$ cat src/rtl/pcs_pkg.sv
// What this block does
// - the program counter is 13 bits wide and its low byte can be read and written by the core.
// - the upper counter bits 12 to 8 cannot be read and have no direct write; a low byte write loads them from the holding latch.
// - any reset clears the upper counter bits.
// - a write to the low byte loads the upper bits from holding latch bits 4 to 0 at the same time.
// - a call or jump target is the 11 instruction address bits with holding latch bits 4 and 3 on top.
// - the space is 8K words in 2K pages, and a call or jump alone stays within the selected page.
// - a sum written to the low byte does not carry into the upper bits, so computed jumps wrap per 256 words.
// - an 8 by 13 bit return stack lies outside program and data space and its pointer is hidden.
// - a call pushes the counter plus one and an interrupt vector pushes the counter itself onto the stack.
// - a return, a return with literal or an interrupt exit pops the full 13-bit counter.
// - pushes and pops leave the holding latch unchanged.
// - the stack is circular, so the ninth push overwrites the first.
// - there is no overflow or underflow status and no explicit push or pop.
// - holding latch bits 2 to 0 take no part in call or jump addressing.
package pcs_pkg;
  localparam int          PC_W        = 13;
  localparam int          LOW_W       = 8;
  localparam int          PAGE_W      = 11;
  localparam int          STACK_DEPTH = 8;
  localparam int          PTR_W       = 3;
  localparam logic [12:0] PC_RESET    = 13'h0000;
  localparam logic [7:0]  LATCH_RESET = 8'h00;
  localparam logic [12:0] IRQ_VECTOR  = 13'h0004;
  localparam logic [2:0]  PTR_RESET   = 3'h0;
endpackage : pcs_pkg

$ cat src/rtl/pcs_stack_if.sv
`timescale 1ns/1ps
interface pcs_stack_if;
  logic        push;
  logic        pop;
  logic [12:0] push_data;
  logic [12:0] top_data;
  modport seq (output push, output pop, output push_data, input top_data);
  modport mem (input push, input pop, input push_data, output top_data);
endinterface : pcs_stack_if

$ cat src/rtl/pcs_seq.sv
`timescale 1ns/1ps
module pcs_seq #(
  parameter int DEPTH = pcs_pkg::STACK_DEPTH
) (
  input  wire logic        clk_sys,
  input  wire logic        reset,
  input  wire logic        clk_en,
  input  wire logic        fetch,
  input  wire logic        jump,
  input  wire logic        call,
  input  wire logic [10:0] target,
  input  wire logic        irq_vector,
  input  wire logic        ret,
  input  wire logic        low_wr,
  input  wire logic [7:0]  low_wdata,
  input  wire logic        latch_wr,
  input  wire logic [7:0]  latch_wdata,
  output logic      [12:0] pc,
  output logic      [7:0]  pc_low_byte_reg,
  output logic      [7:0]  pc_high_holding_latch
);
  // ********************
  // stack connection
  // ********************
  pcs_stack_if stk ();
  logic [12:0] next_pc;
  logic [12:0] pc_inc;

  // call return address is the counter already advanced past the branch; a vector pushes the counter itself
  assign pc_inc        = pc + 13'h0001;
  assign stk.push      = call || irq_vector;
  assign stk.pop       = ret && !call && !jump && !irq_vector;
  assign stk.push_data = irq_vector ? pc : pc_inc;

  pcs_stack #(.DEPTH(DEPTH)) u_stack (
    .clk_sys (clk_sys),
    .reset   (reset),
    .clk_en  (clk_en),
    .stk     (stk)
  );

  // ********************
  // next counter value
  // ********************
  always_comb begin
    next_pc = pc;
    if (irq_vector) begin
      next_pc = pcs_pkg::IRQ_VECTOR;
    end else if (call || jump) begin
      next_pc = {pc_high_holding_latch[4:3], target};
    end else if (ret) begin
      next_pc = stk.top_data;
    end else if (low_wr) begin
      next_pc = {pc_high_holding_latch[4:0], low_wdata};
    end else if (fetch) begin
      next_pc = pc_inc;
    end
  end

  // ********************
  // counter and latch
  // ********************
  always_ff @(posedge clk_sys or posedge reset) begin
    if (reset) begin
      pc <= pcs_pkg::PC_RESET;
    end else if (clk_en) begin
      pc <= next_pc;
    end
  end

  assign pc_low_byte_reg = pc[7:0];

  always_ff @(posedge clk_sys or posedge reset) begin
    if (reset) begin
      pc_high_holding_latch <= pcs_pkg::LATCH_RESET;
    end else if (clk_en && latch_wr) begin
      pc_high_holding_latch <= latch_wdata;
    end
  end

  // ********************
  // checks
  // ********************
  chk_low_write_load: assert property (@(posedge clk_sys) disable iff (reset)
    (clk_en && low_wr && !irq_vector && !call && !jump && !ret)
      |=> pc == {$past(pc_high_holding_latch[4:0]), $past(low_wdata)})
    else $error("low byte write did not load upper bits");
  chk_page_target: assert property (@(posedge clk_sys) disable iff (reset)
    (clk_en && (call || jump) && !irq_vector)
      |=> pc == {$past(pc_high_holding_latch[4:3]), $past(target)})
    else $error("branch target wrong");
  chk_fetch_inc: assert property (@(posedge clk_sys) disable iff (reset)
    (clk_en && fetch && !irq_vector && !call && !jump && !ret && !low_wr)
      |=> pc == $past(pc) + 13'h0001)
    else $error("fetch did not advance");
  chk_call_return: assert property (@(posedge clk_sys) disable iff (reset)
    (clk_en && call && !irq_vector) ##1 (clk_en && ret && !call && !jump && !irq_vector)
      |=> pc == $past(pc, 2) + 13'h0001)
    else $error("return address wrong");
  chk_latch_kept: assert property (@(posedge clk_sys) disable iff (reset)
    (!latch_wr) |=> $stable(pc_high_holding_latch))
    else $error("holding latch changed");
  chk_freeze: assert property (@(posedge clk_sys) disable iff (reset)
    (!clk_en) |=> $stable(pc))
    else $error("counter moved while frozen");
  chk_irq_vector: assert property (@(posedge clk_sys) disable iff (reset)
    (clk_en && irq_vector) |=> pc == pcs_pkg::IRQ_VECTOR)
    else $error("vector not taken");
  chk_reset_clear: assert property (@(posedge clk_sys)
    $fell(reset) |-> pc[12:8] == 5'h00)
    else $error("upper bits not cleared");

  // ********************
  // check helpers
  // ********************
  localparam int SLOT_W = $clog2(DEPTH);

  logic                take_irq;
  logic                take_branch;
  logic                take_call;
  logic                take_pop;
  logic                take_low;
  logic                take_fetch;
  logic                take_idle;
  logic                take_latch;
  logic [12:0]         shadow [DEPTH];
  logic [DEPTH-1:0]    shadow_ok;
  logic [SLOT_W-1:0]   shadow_ptr;
  logic [SLOT_W-1:0]   shadow_top_idx;
  logic [12:0]         shadow_top;
  logic                shadow_top_ok;

  // events as the priority order resolves them
  assign take_irq    = clk_en && irq_vector;
  assign take_branch = clk_en && (call || jump) && !irq_vector;
  assign take_call   = clk_en && call && !irq_vector;
  assign take_pop    = clk_en && ret && !call && !jump && !irq_vector;
  assign take_low    = clk_en && low_wr && !ret && !call && !jump && !irq_vector;
  assign take_fetch  = clk_en && fetch && !low_wr && !ret && !call && !jump && !irq_vector;
  assign take_idle   = clk_en && !fetch && !low_wr && !ret && !call && !jump && !irq_vector;
  assign take_latch  = clk_en && latch_wr;

  // independent copy of the return stack
  assign shadow_top_idx = shadow_ptr - 1'b1;
  assign shadow_top     = shadow[shadow_top_idx];
  assign shadow_top_ok  = shadow_ok[shadow_top_idx];

  always_ff @(posedge clk_sys or posedge reset) begin
    if (reset) begin
      shadow_ptr <= SLOT_W'(pcs_pkg::PTR_RESET);
    end else if (take_irq || take_call) begin
      shadow_ptr <= shadow_ptr + 1'b1;
    end else if (take_pop) begin
      shadow_ptr <= shadow_top_idx;
    end
  end

  for (genvar i = 0; i < DEPTH; i++) begin : g_shadow
    logic [12:0] entry;
    logic        valid;

    always_ff @(posedge clk_sys or posedge reset) begin
      if (reset) begin
        entry <= pcs_pkg::PC_RESET;
        valid <= 1'b0;
      end else if ((take_irq || take_call) && shadow_ptr == SLOT_W'(i)) begin
        entry <= stk.push_data;
        valid <= 1'b1;
      end
    end

    assign shadow[i]    = entry;
    assign shadow_ok[i] = valid;
  end

  // ********************
  // stack checks
  // ********************
  chk_pop_value: assert property (@(posedge clk_sys) disable iff (reset)
    (take_pop && shadow_top_ok)
      |=> pc == $past(shadow_top))
    else $error("popped value wrong");

  chk_call_top: assert property (@(posedge clk_sys) disable iff (reset)
    take_call
      |=> stk.top_data == $past(pc) + 13'h0001)
    else $error("call pushed wrong address");

  chk_irq_top: assert property (@(posedge clk_sys) disable iff (reset)
    take_irq
      |=> stk.top_data == $past(pc))
    else $error("vector pushed wrong address");

  chk_irq_return: assert property (@(posedge clk_sys) disable iff (reset)
    take_irq ##1 take_pop
      |=> pc == $past(pc, 2))
    else $error("interrupt exit address wrong");

  chk_jump_no_push: assert property (@(posedge clk_sys) disable iff (reset)
    (clk_en && jump && !call && !irq_vector)
      |=> $stable(stk.top_data))
    else $error("jump touched the stack");

  chk_low_no_stack: assert property (@(posedge clk_sys) disable iff (reset)
    take_low
      |=> $stable(stk.top_data))
    else $error("low byte write touched the stack");

  chk_fetch_no_stack: assert property (@(posedge clk_sys) disable iff (reset)
    take_fetch
      |=> $stable(stk.top_data))
    else $error("fetch touched the stack");

  chk_idle_no_stack: assert property (@(posedge clk_sys) disable iff (reset)
    take_idle
      |=> $stable(stk.top_data))
    else $error("idle cycle touched the stack");

  chk_stack_frozen: assert property (@(posedge clk_sys) disable iff (reset)
    (!clk_en)
      |=> $stable(stk.top_data))
    else $error("stack moved while frozen");

  chk_ret_ignored: assert property (@(posedge clk_sys) disable iff (reset)
    (clk_en && ret && call && !irq_vector)
      |=> stk.top_data == $past(pc) + 13'h0001)
    else $error("return not ignored beside a call");

  // ********************
  // counter checks
  // ********************
  chk_idle_hold: assert property (@(posedge clk_sys) disable iff (reset)
    take_idle
      |=> $stable(pc))
    else $error("counter moved without an event");

  chk_fetch_wrap: assert property (@(posedge clk_sys) disable iff (reset)
    (take_fetch && pc == 13'h1FFF)
      |=> pc == 13'h0000)
    else $error("fetch did not wrap");

  chk_fetch_carry: assert property (@(posedge clk_sys) disable iff (reset)
    (take_fetch && pc[7:0] == 8'hFF)
      |=> pc[12:8] == $past(pc[12:8]) + 5'h01)
    else $error("fetch did not carry");

  chk_low_no_carry: assert property (@(posedge clk_sys) disable iff (reset)
    take_low
      |=> pc[12:8] == $past(pc_high_holding_latch[4:0]))
    else $error("low byte write carried");

  chk_low_byte_write: assert property (@(posedge clk_sys) disable iff (reset)
    take_low
      |=> pc_low_byte_reg == $past(low_wdata))
    else $error("low byte not written");

  chk_branch_page: assert property (@(posedge clk_sys) disable iff (reset)
    take_branch
      |=> pc[12:11] == $past(pc_high_holding_latch[4:3]))
    else $error("branch left the page");

  chk_branch_offset: assert property (@(posedge clk_sys) disable iff (reset)
    take_branch
      |=> pc[10:0] == $past(target))
    else $error("branch offset wrong");

  chk_low_frozen: assert property (@(posedge clk_sys) disable iff (reset)
    (!clk_en)
      |=> $stable(pc_low_byte_reg))
    else $error("low byte moved while frozen");

  chk_vector_low: assert property (@(posedge clk_sys) disable iff (reset)
    take_irq
      |=> pc_low_byte_reg == pcs_pkg::IRQ_VECTOR[7:0])
    else $error("vector low byte wrong");

  // ********************
  // latch and reset checks
  // ********************
  chk_latch_load: assert property (@(posedge clk_sys) disable iff (reset)
    take_latch
      |=> pc_high_holding_latch == $past(latch_wdata))
    else $error("holding latch not loaded");

  chk_latch_frozen: assert property (@(posedge clk_sys) disable iff (reset)
    (!clk_en)
      |=> $stable(pc_high_holding_latch))
    else $error("holding latch moved while frozen");

  chk_pop_latch: assert property (@(posedge clk_sys) disable iff (reset)
    (take_pop && !latch_wr)
      |=> $stable(pc_high_holding_latch))
    else $error("pop changed the holding latch");

  chk_push_latch: assert property (@(posedge clk_sys) disable iff (reset)
    ((take_irq || take_call) && !latch_wr)
      |=> $stable(pc_high_holding_latch))
    else $error("push changed the holding latch");

  chk_reset_value: assert property (@(posedge clk_sys)
    $fell(reset)
      |-> pc == pcs_pkg::PC_RESET)
    else $error("counter not cleared");

  chk_reset_latch: assert property (@(posedge clk_sys)
    $fell(reset)
      |-> pc_high_holding_latch == pcs_pkg::LATCH_RESET)
    else $error("holding latch not cleared");

  chk_reset_stack: assert property (@(posedge clk_sys)
    $fell(reset)
      |-> stk.top_data == pcs_pkg::PC_RESET)
    else $error("stack top not cleared");
endmodule : pcs_seq

$ cat src/rtl/pcs_stack.sv
`timescale 1ns/1ps
module pcs_stack #(
  parameter int DEPTH = 8
) (
  input  wire logic  clk_sys,
  input  wire logic  reset,
  input  wire logic  clk_en,
  pcs_stack_if.mem   stk
);
  // ********************
  // circular storage
  // ********************
  logic [12:0]                mem [DEPTH];
  logic [$clog2(DEPTH)-1:0]   ptr;
  logic [$clog2(DEPTH)-1:0]   ptr_m1;
  logic [$clog2(DEPTH)-1:0]   ptr_m2;

  assign ptr_m1 = ptr - 1'b1;
  assign ptr_m2 = ptr - 2'd2;

  // pointer is hidden and simply wraps; no overflow flag exists
  always_ff @(posedge clk_sys or posedge reset) begin
    if (reset) begin
      ptr <= '0;
    end else if (clk_en) begin
      if (stk.push) begin
        ptr <= ptr + 1'b1;
      end else if (stk.pop) begin
        ptr <= ptr_m1;
      end
    end
  end

  always_ff @(posedge clk_sys) begin
    if (clk_en && stk.push) begin
      mem[ptr] <= stk.push_data;
    end
  end

  // registered top of stack: the entry a pop will return
  always_ff @(posedge clk_sys or posedge reset) begin
    if (reset) begin
      stk.top_data <= pcs_pkg::PC_RESET;
    end else if (clk_en) begin
      if (stk.push) begin
        stk.top_data <= stk.push_data;
      end else if (stk.pop) begin
        stk.top_data <= mem[ptr_m2];
      end
    end
  end

  chk_ptr_wraps: assert property (@(posedge clk_sys) disable iff (reset)
    (clk_en && stk.push && ptr == DEPTH-1) |=> ptr == 0)
    else $error("stack pointer did not wrap");
endmodule : pcs_stack

$ cat config.mk
export PLATFORM = sky130hd
export DESIGN_NAME = pcs_seq
export DESIGN_NICKNAME = d
export VERILOG_FILES = /design/src/rtl/pcs_pkg.sv /design/src/rtl/pcs_stack_if.sv /design/src/rtl/pcs_seq.sv /design/src/rtl/pcs_stack.sv
export SDC_FILE = /design/constraint.sdc
export NUM_CORES = 1
export LEC_CHECK = 0
export BUFFER_PORTS_ARGS = -buffer_cell sky130_fd_sc_hd__buf_2
export CAP_MARGIN = 10
export CELL_PAD_IN_SITES_DETAIL_PLACEMENT = 0
export CELL_PAD_IN_SITES_GLOBAL_PLACEMENT = 1
export CORE_MARGIN = 5
export CORE_UTILIZATION = 25
export DETAILED_ROUTE_END_ITERATION = 16
export PLACE_DENSITY = 0.48
export SETUP_SLACK_MARGIN = 0.3
export SYNTH_ARGS = -nofsm -noshare
export SYNTH_HDL_FRONTEND = slang
export SYNTH_HIERARCHICAL = 1
export SYNTH_SLANG_ARGS = --single-unit
$ cat constraint.sdc
create_clock -name clk_sys -period 2.75 [get_ports clk_sys]
set_input_delay 0 -clock clk_sys [delete_from_list [all_inputs] [get_ports clk_sys]]
set_output_delay 0 -clock clk_sys [all_outputs]
set_load 0.005 [all_outputs]
==> summary.txt <==
STA
  • Clock skew: 0.009822 ns
  • Final setup violating endpoints: 0
  • Slew Viols, Final: 0
  • RSZ-0062 raised after global routing: false
  • Fin. Hold Viols: 0
  • Rel. slew slack: 38.08%
  • Final Cycle Share: 82.33%
  • Final worst slack: 0.4860 ns
  • Least-Margin Pin Slew: 0.9278 ns
  • Setup TNS: 0 ns
  • Crit path time final: 2.264 ns
  • FMAX: roughly 440 MHz

Yosys
  • Number of synthesized flops with an enable pin: 104
  • Yosys warns: 6
  • Async set-or-reset flop fraction in the synthesized netlist: between 20% and 30%
  • Top_reg_cell synth: edfxtp_1
  • Syn Nets: 525
  • Sequential cell area fraction in the yosys report: 62.09%
  • Cell Area, Synth: 0.006521 mm^2
  • Yosys cell types: 52
  • Avg Inst Size Synth: 13.53 um^2
  • Syn Inst Count: 482
  • Yosys reg bits: 141

Power
  • Gate power share: 28.1%
  • Final Power: 6.849 mW
  • Power Dens Cells: between 800 and 900 mW/mm^2
  • Psw: 2.144 mW
  • Sw Share: 31.30%
  • Clock share of power: a little under a third
  • Cell-internal power: around 4.7 mW
  • P_leak: 3.018 nW
  • Reg power frac: 41.3%
  • Worst IR drop on VDD: ~0.0004 V

Run
  • Max capacitance violation total: 0

Worst setup path
  • Slowest cell on crit path: dlygate4sd3_1
  • Startpoint types: flip-flop
  • CP Buf/Inv Count: 1
  • Endpoint class of the critical path: flip-flop
  • Worst Reg-to-Reg Cells: 7
  • Arrival time at the worst endpoint: 2.56 ns
  • Worst path max stage delay: 0.57 ns
  • Largest fanout on the critical path: 7
  • Worst-path cell chain: ha_1 > nand3_2 > nor2_2 > xnor2_1 > o21ai_0 > a221o_1 > dlygate4sd3_1
  • CP delay by family, top: buffers and inverters
  • Critical Path Stages: 7
  • Flop2flop setup slack: 0.49 ns
  • Critical Path RT: 3.05 ns
  • Kind of critical path: reg2reg

Outcome
  • Outcome: completed

Floorplanning
  • Core area: between 0.02 and 0.03 mm^2
  • FP Rows: 59
  • DIE WIDTH: 171.5 um
  • I/O Pins: 66
  • Die area: 0.02942 mm^2
  • Die Ht: 171.5 um
  • Initial Util: about a quarter

Clock network
  • CTS max path bufs: 2
  • H-tree depth: 4
  • CTS Buf Count: 17
  • Worst-skew pair later-pin latency: roughly 0.42 ns
  • Clock transition at path regs: 0.06 ns
  • Root Buffer: clkbuf_16
  • CTS tree: built
  • CTS sink count: about 140

Placed design
  • Port Buffers: 65
  • Post-place setup slack: 0.5173 ns
  • Detail Placement HPWL: 12,050 um
  • RePlAce Congestion: 0.7793

Route
  • DR vias: 4,367
  • Pre-antenna DRT Iters: 5
  • Drt wl/cell: 19.78 um
  • Antenna Nets Post-Route: 0
  • # DRC: 0
  • Vias per cell: around 4.7
  • Routed WL: between 15,000 and 20,000 um
  • DR iter-0 viols: ~380

Cells and area
  • NumNets Final: roughly 620
  • Antenna diode count: 0
  • Share of cells above drive strength 1: a little under a third
  • Area Overhead vs Synth: 23.27%

Global routing
  • Grt ovf: 0
  • GRT busiest layer: met2
  • Vias in the first global route: about 4,600
  • Pin count of the biggest net entering global routing: 34
  • First-pass GRT wire length: 28,260 um
  • GRT Util Overall: 12.97%
  • Met2 usage in global routing: a little over a fifth
  • Met1 usage: 16.84%
  • Met3 usage: under 10%
  • Initial antenna violation count: 0

Min path
  • Worst hold path type: in2reg
  • Hold Path Depth: 3
## routing by layer
metal | vias up | part of all wire (%)
met3 | 13 | 5.3
met1 | 2166 | 44
li1 | 2036 | -
met2 | 152 | 50
met5 | - | 0
met4 | 0 | 0.89
## power groups by stage
stage	logic [mW]	registers, mW	clock network, mW
3_3_place_gp	1.92	2.85	0
4_1_cts	1.96	2.83	2.16
5_1_grt	2.09	2.86	2.25
2_1_floorplan	1.34	2.76	0
6_report	1.92	2.83	2.10
3_5_place_dp	1.92	2.87	0
## cells in the final DEF (no fill, tap or decap), types with 3 or more instances in the layout
| cell | synthesis | final |
|---|---|---|
| a21oi_1 | 18 | 18 |
| a221o_1 | 3 | 3 |
| a222oi_1 | 13 | 13 |
| a31oi_1 | 14 | 14 |
| and3_1 | 4 | 4 |
| buf_2 | 5 | 65 |
| buf_4 | 10 | 25 |
| clkbuf_16 | 0 | 17 |
| clkinv_2 | 0 | 4 |
| dfrtp_1 | 37 | 36 |
| dlygate4sd3_1 | 0 | 22 |
| edfxtp_1 | 104 | 104 |
| ha_1 | 5 | 5 |
| inv_1 | 6 | 6 |
| mux2_1 | 5 | 5 |
| mux2_2 | 39 | 39 |
| mux2_4 | 17 | 17 |
| nand2_1 | 40 | 40 |
| nand2b_1 | 4 | 4 |
| nand3_1 | 4 | 3 |
| nand4_1 | 4 | 4 |
| nor2_1 | 32 | 31 |
| nor2b_1 | 6 | 6 |
| nor3_1 | 3 | 3 |
| o21a_1 | 3 | 3 |
| o21ai_0 | 19 | 19 |
| o221ai_1 | 3 | 3 |
| o22ai_1 | 16 | 16 |
| xnor2_1 | 4 | 4 |
| xor2_1 | 14 | 14 |
## worst register-to-register path: cells and delay by family, from the launching register on
family	cells	cell delay (ns)
AND/OR/NAND/NOR	2	0.33
buffers and inverters	1	0.57
AO/OA/AOI/OAI	2	0.41
adder cells (fa/ha/maj)	1	0.26
flip-flops	1	0.44
XOR/XNOR	1	0.15
## path summary, 6_finish.rpt
kind / start / end
max in group asynchronous: reset / pc[8]
min reg2reg: pc_high_holding_latch[7] / pc_high_holding_latch[7]
min: clk_en / u_stack/ptr[2]
max: pc[1] / pc[6]
min in group asynchronous: reset / u_stack/ptr[2]
max reg2reg: pc[1] / pc[6]
## cells in the mapped netlist (2+ instances only)
library cell	count	area, um^2
a31oi_1	14	87.58
nand2_1	40	150.1
xor2_1	14	122.6
clkbuf_1	12	45.04
nor3b_1	3	22.52
mux2i_1	2	20.02
o311ai_1	2	17.52
o22ai_1	16	100.1
nor2b_1	6	37.54
edfxtp_1	104	3123
buf_4	10	75.07
and2_1	2	12.51
mux2_1	5	56.30
a22o_1	2	17.52
nor2_1	32	120.1
o221ai_1	3	26.28
nand4_1	4	25.02
and4_1	2	17.52
and3_1	4	25.02
a221o_1	3	30.03
ha_1	5	62.56
dfrtp_1	37	925.9
buf_2	5	25.02
inv_1	6	22.52
a222oi_1	13	130.1
or2_2	2	12.51
nand2b_1	4	25.02
nand3_1	4	20.02
o21ai_0	19	95.09
buf_6	5	56.30
mux2_4	17	255.2
mux2_2	39	439.2
a22oi_1	2	15.01
xnor2_1	4	35.03
o21a_1	3	22.52
or3_1	2	12.51
nor3_1	3	15.01
a21oi_1	18	90.09
## stage by stage
stage	instance area [um^2]	std cells	utilization [%]	hold slack, ns
2_1_floorplan	6526	482	-	-0.08626
3_3_place_gp	7274	875	28.16	0.2261
3_5_place_dp	7274	875	28.16	0.2184
4_1_cts	8026	928	31.07	0.01823
5_1_grt	8039	928	31.11	0.03904
6_report	8039	928	31.11	0.02559
## area by class of cell
class	count	area (um^2)
fillers	2626	17800
clock buffers	19	432.9
repair buffers	113	753.2
clock inverters	12	98.84
multi-input cells	302	2262
well taps	335	419.2
flip-flops and latches	141	4050
inverters	6	22.52
## registers in the layout (all words and copies together), names as in the netlist
signal,flops
pc,13
pc_high_holding_latch,8
u_stack/mem,104
u_stack/ptr,3
u_stack/stk.top_data,13
## cells by family after synthesis
group                      share of synthesized area, %
and+or+nand+nor                                   8.423
DFF                                               62.09
muxes                                             11.82
buffers and inverters                             3.492
xor gates and xnor gates                          2.417
adders and majority gates                         1.266
AOI/OAI and AO/OA                                 10.50
## repair_timing
item / in CTS / in global routing
gates resized for setup: 0 / 3
hold endpoints to repair: 55 / 0
hold buffers: 22 / 0
setup endpoints to repair: 0 / 4
setup buffers: 0 / 0
No activity file was read; power rests on OpenSTA's default activity.
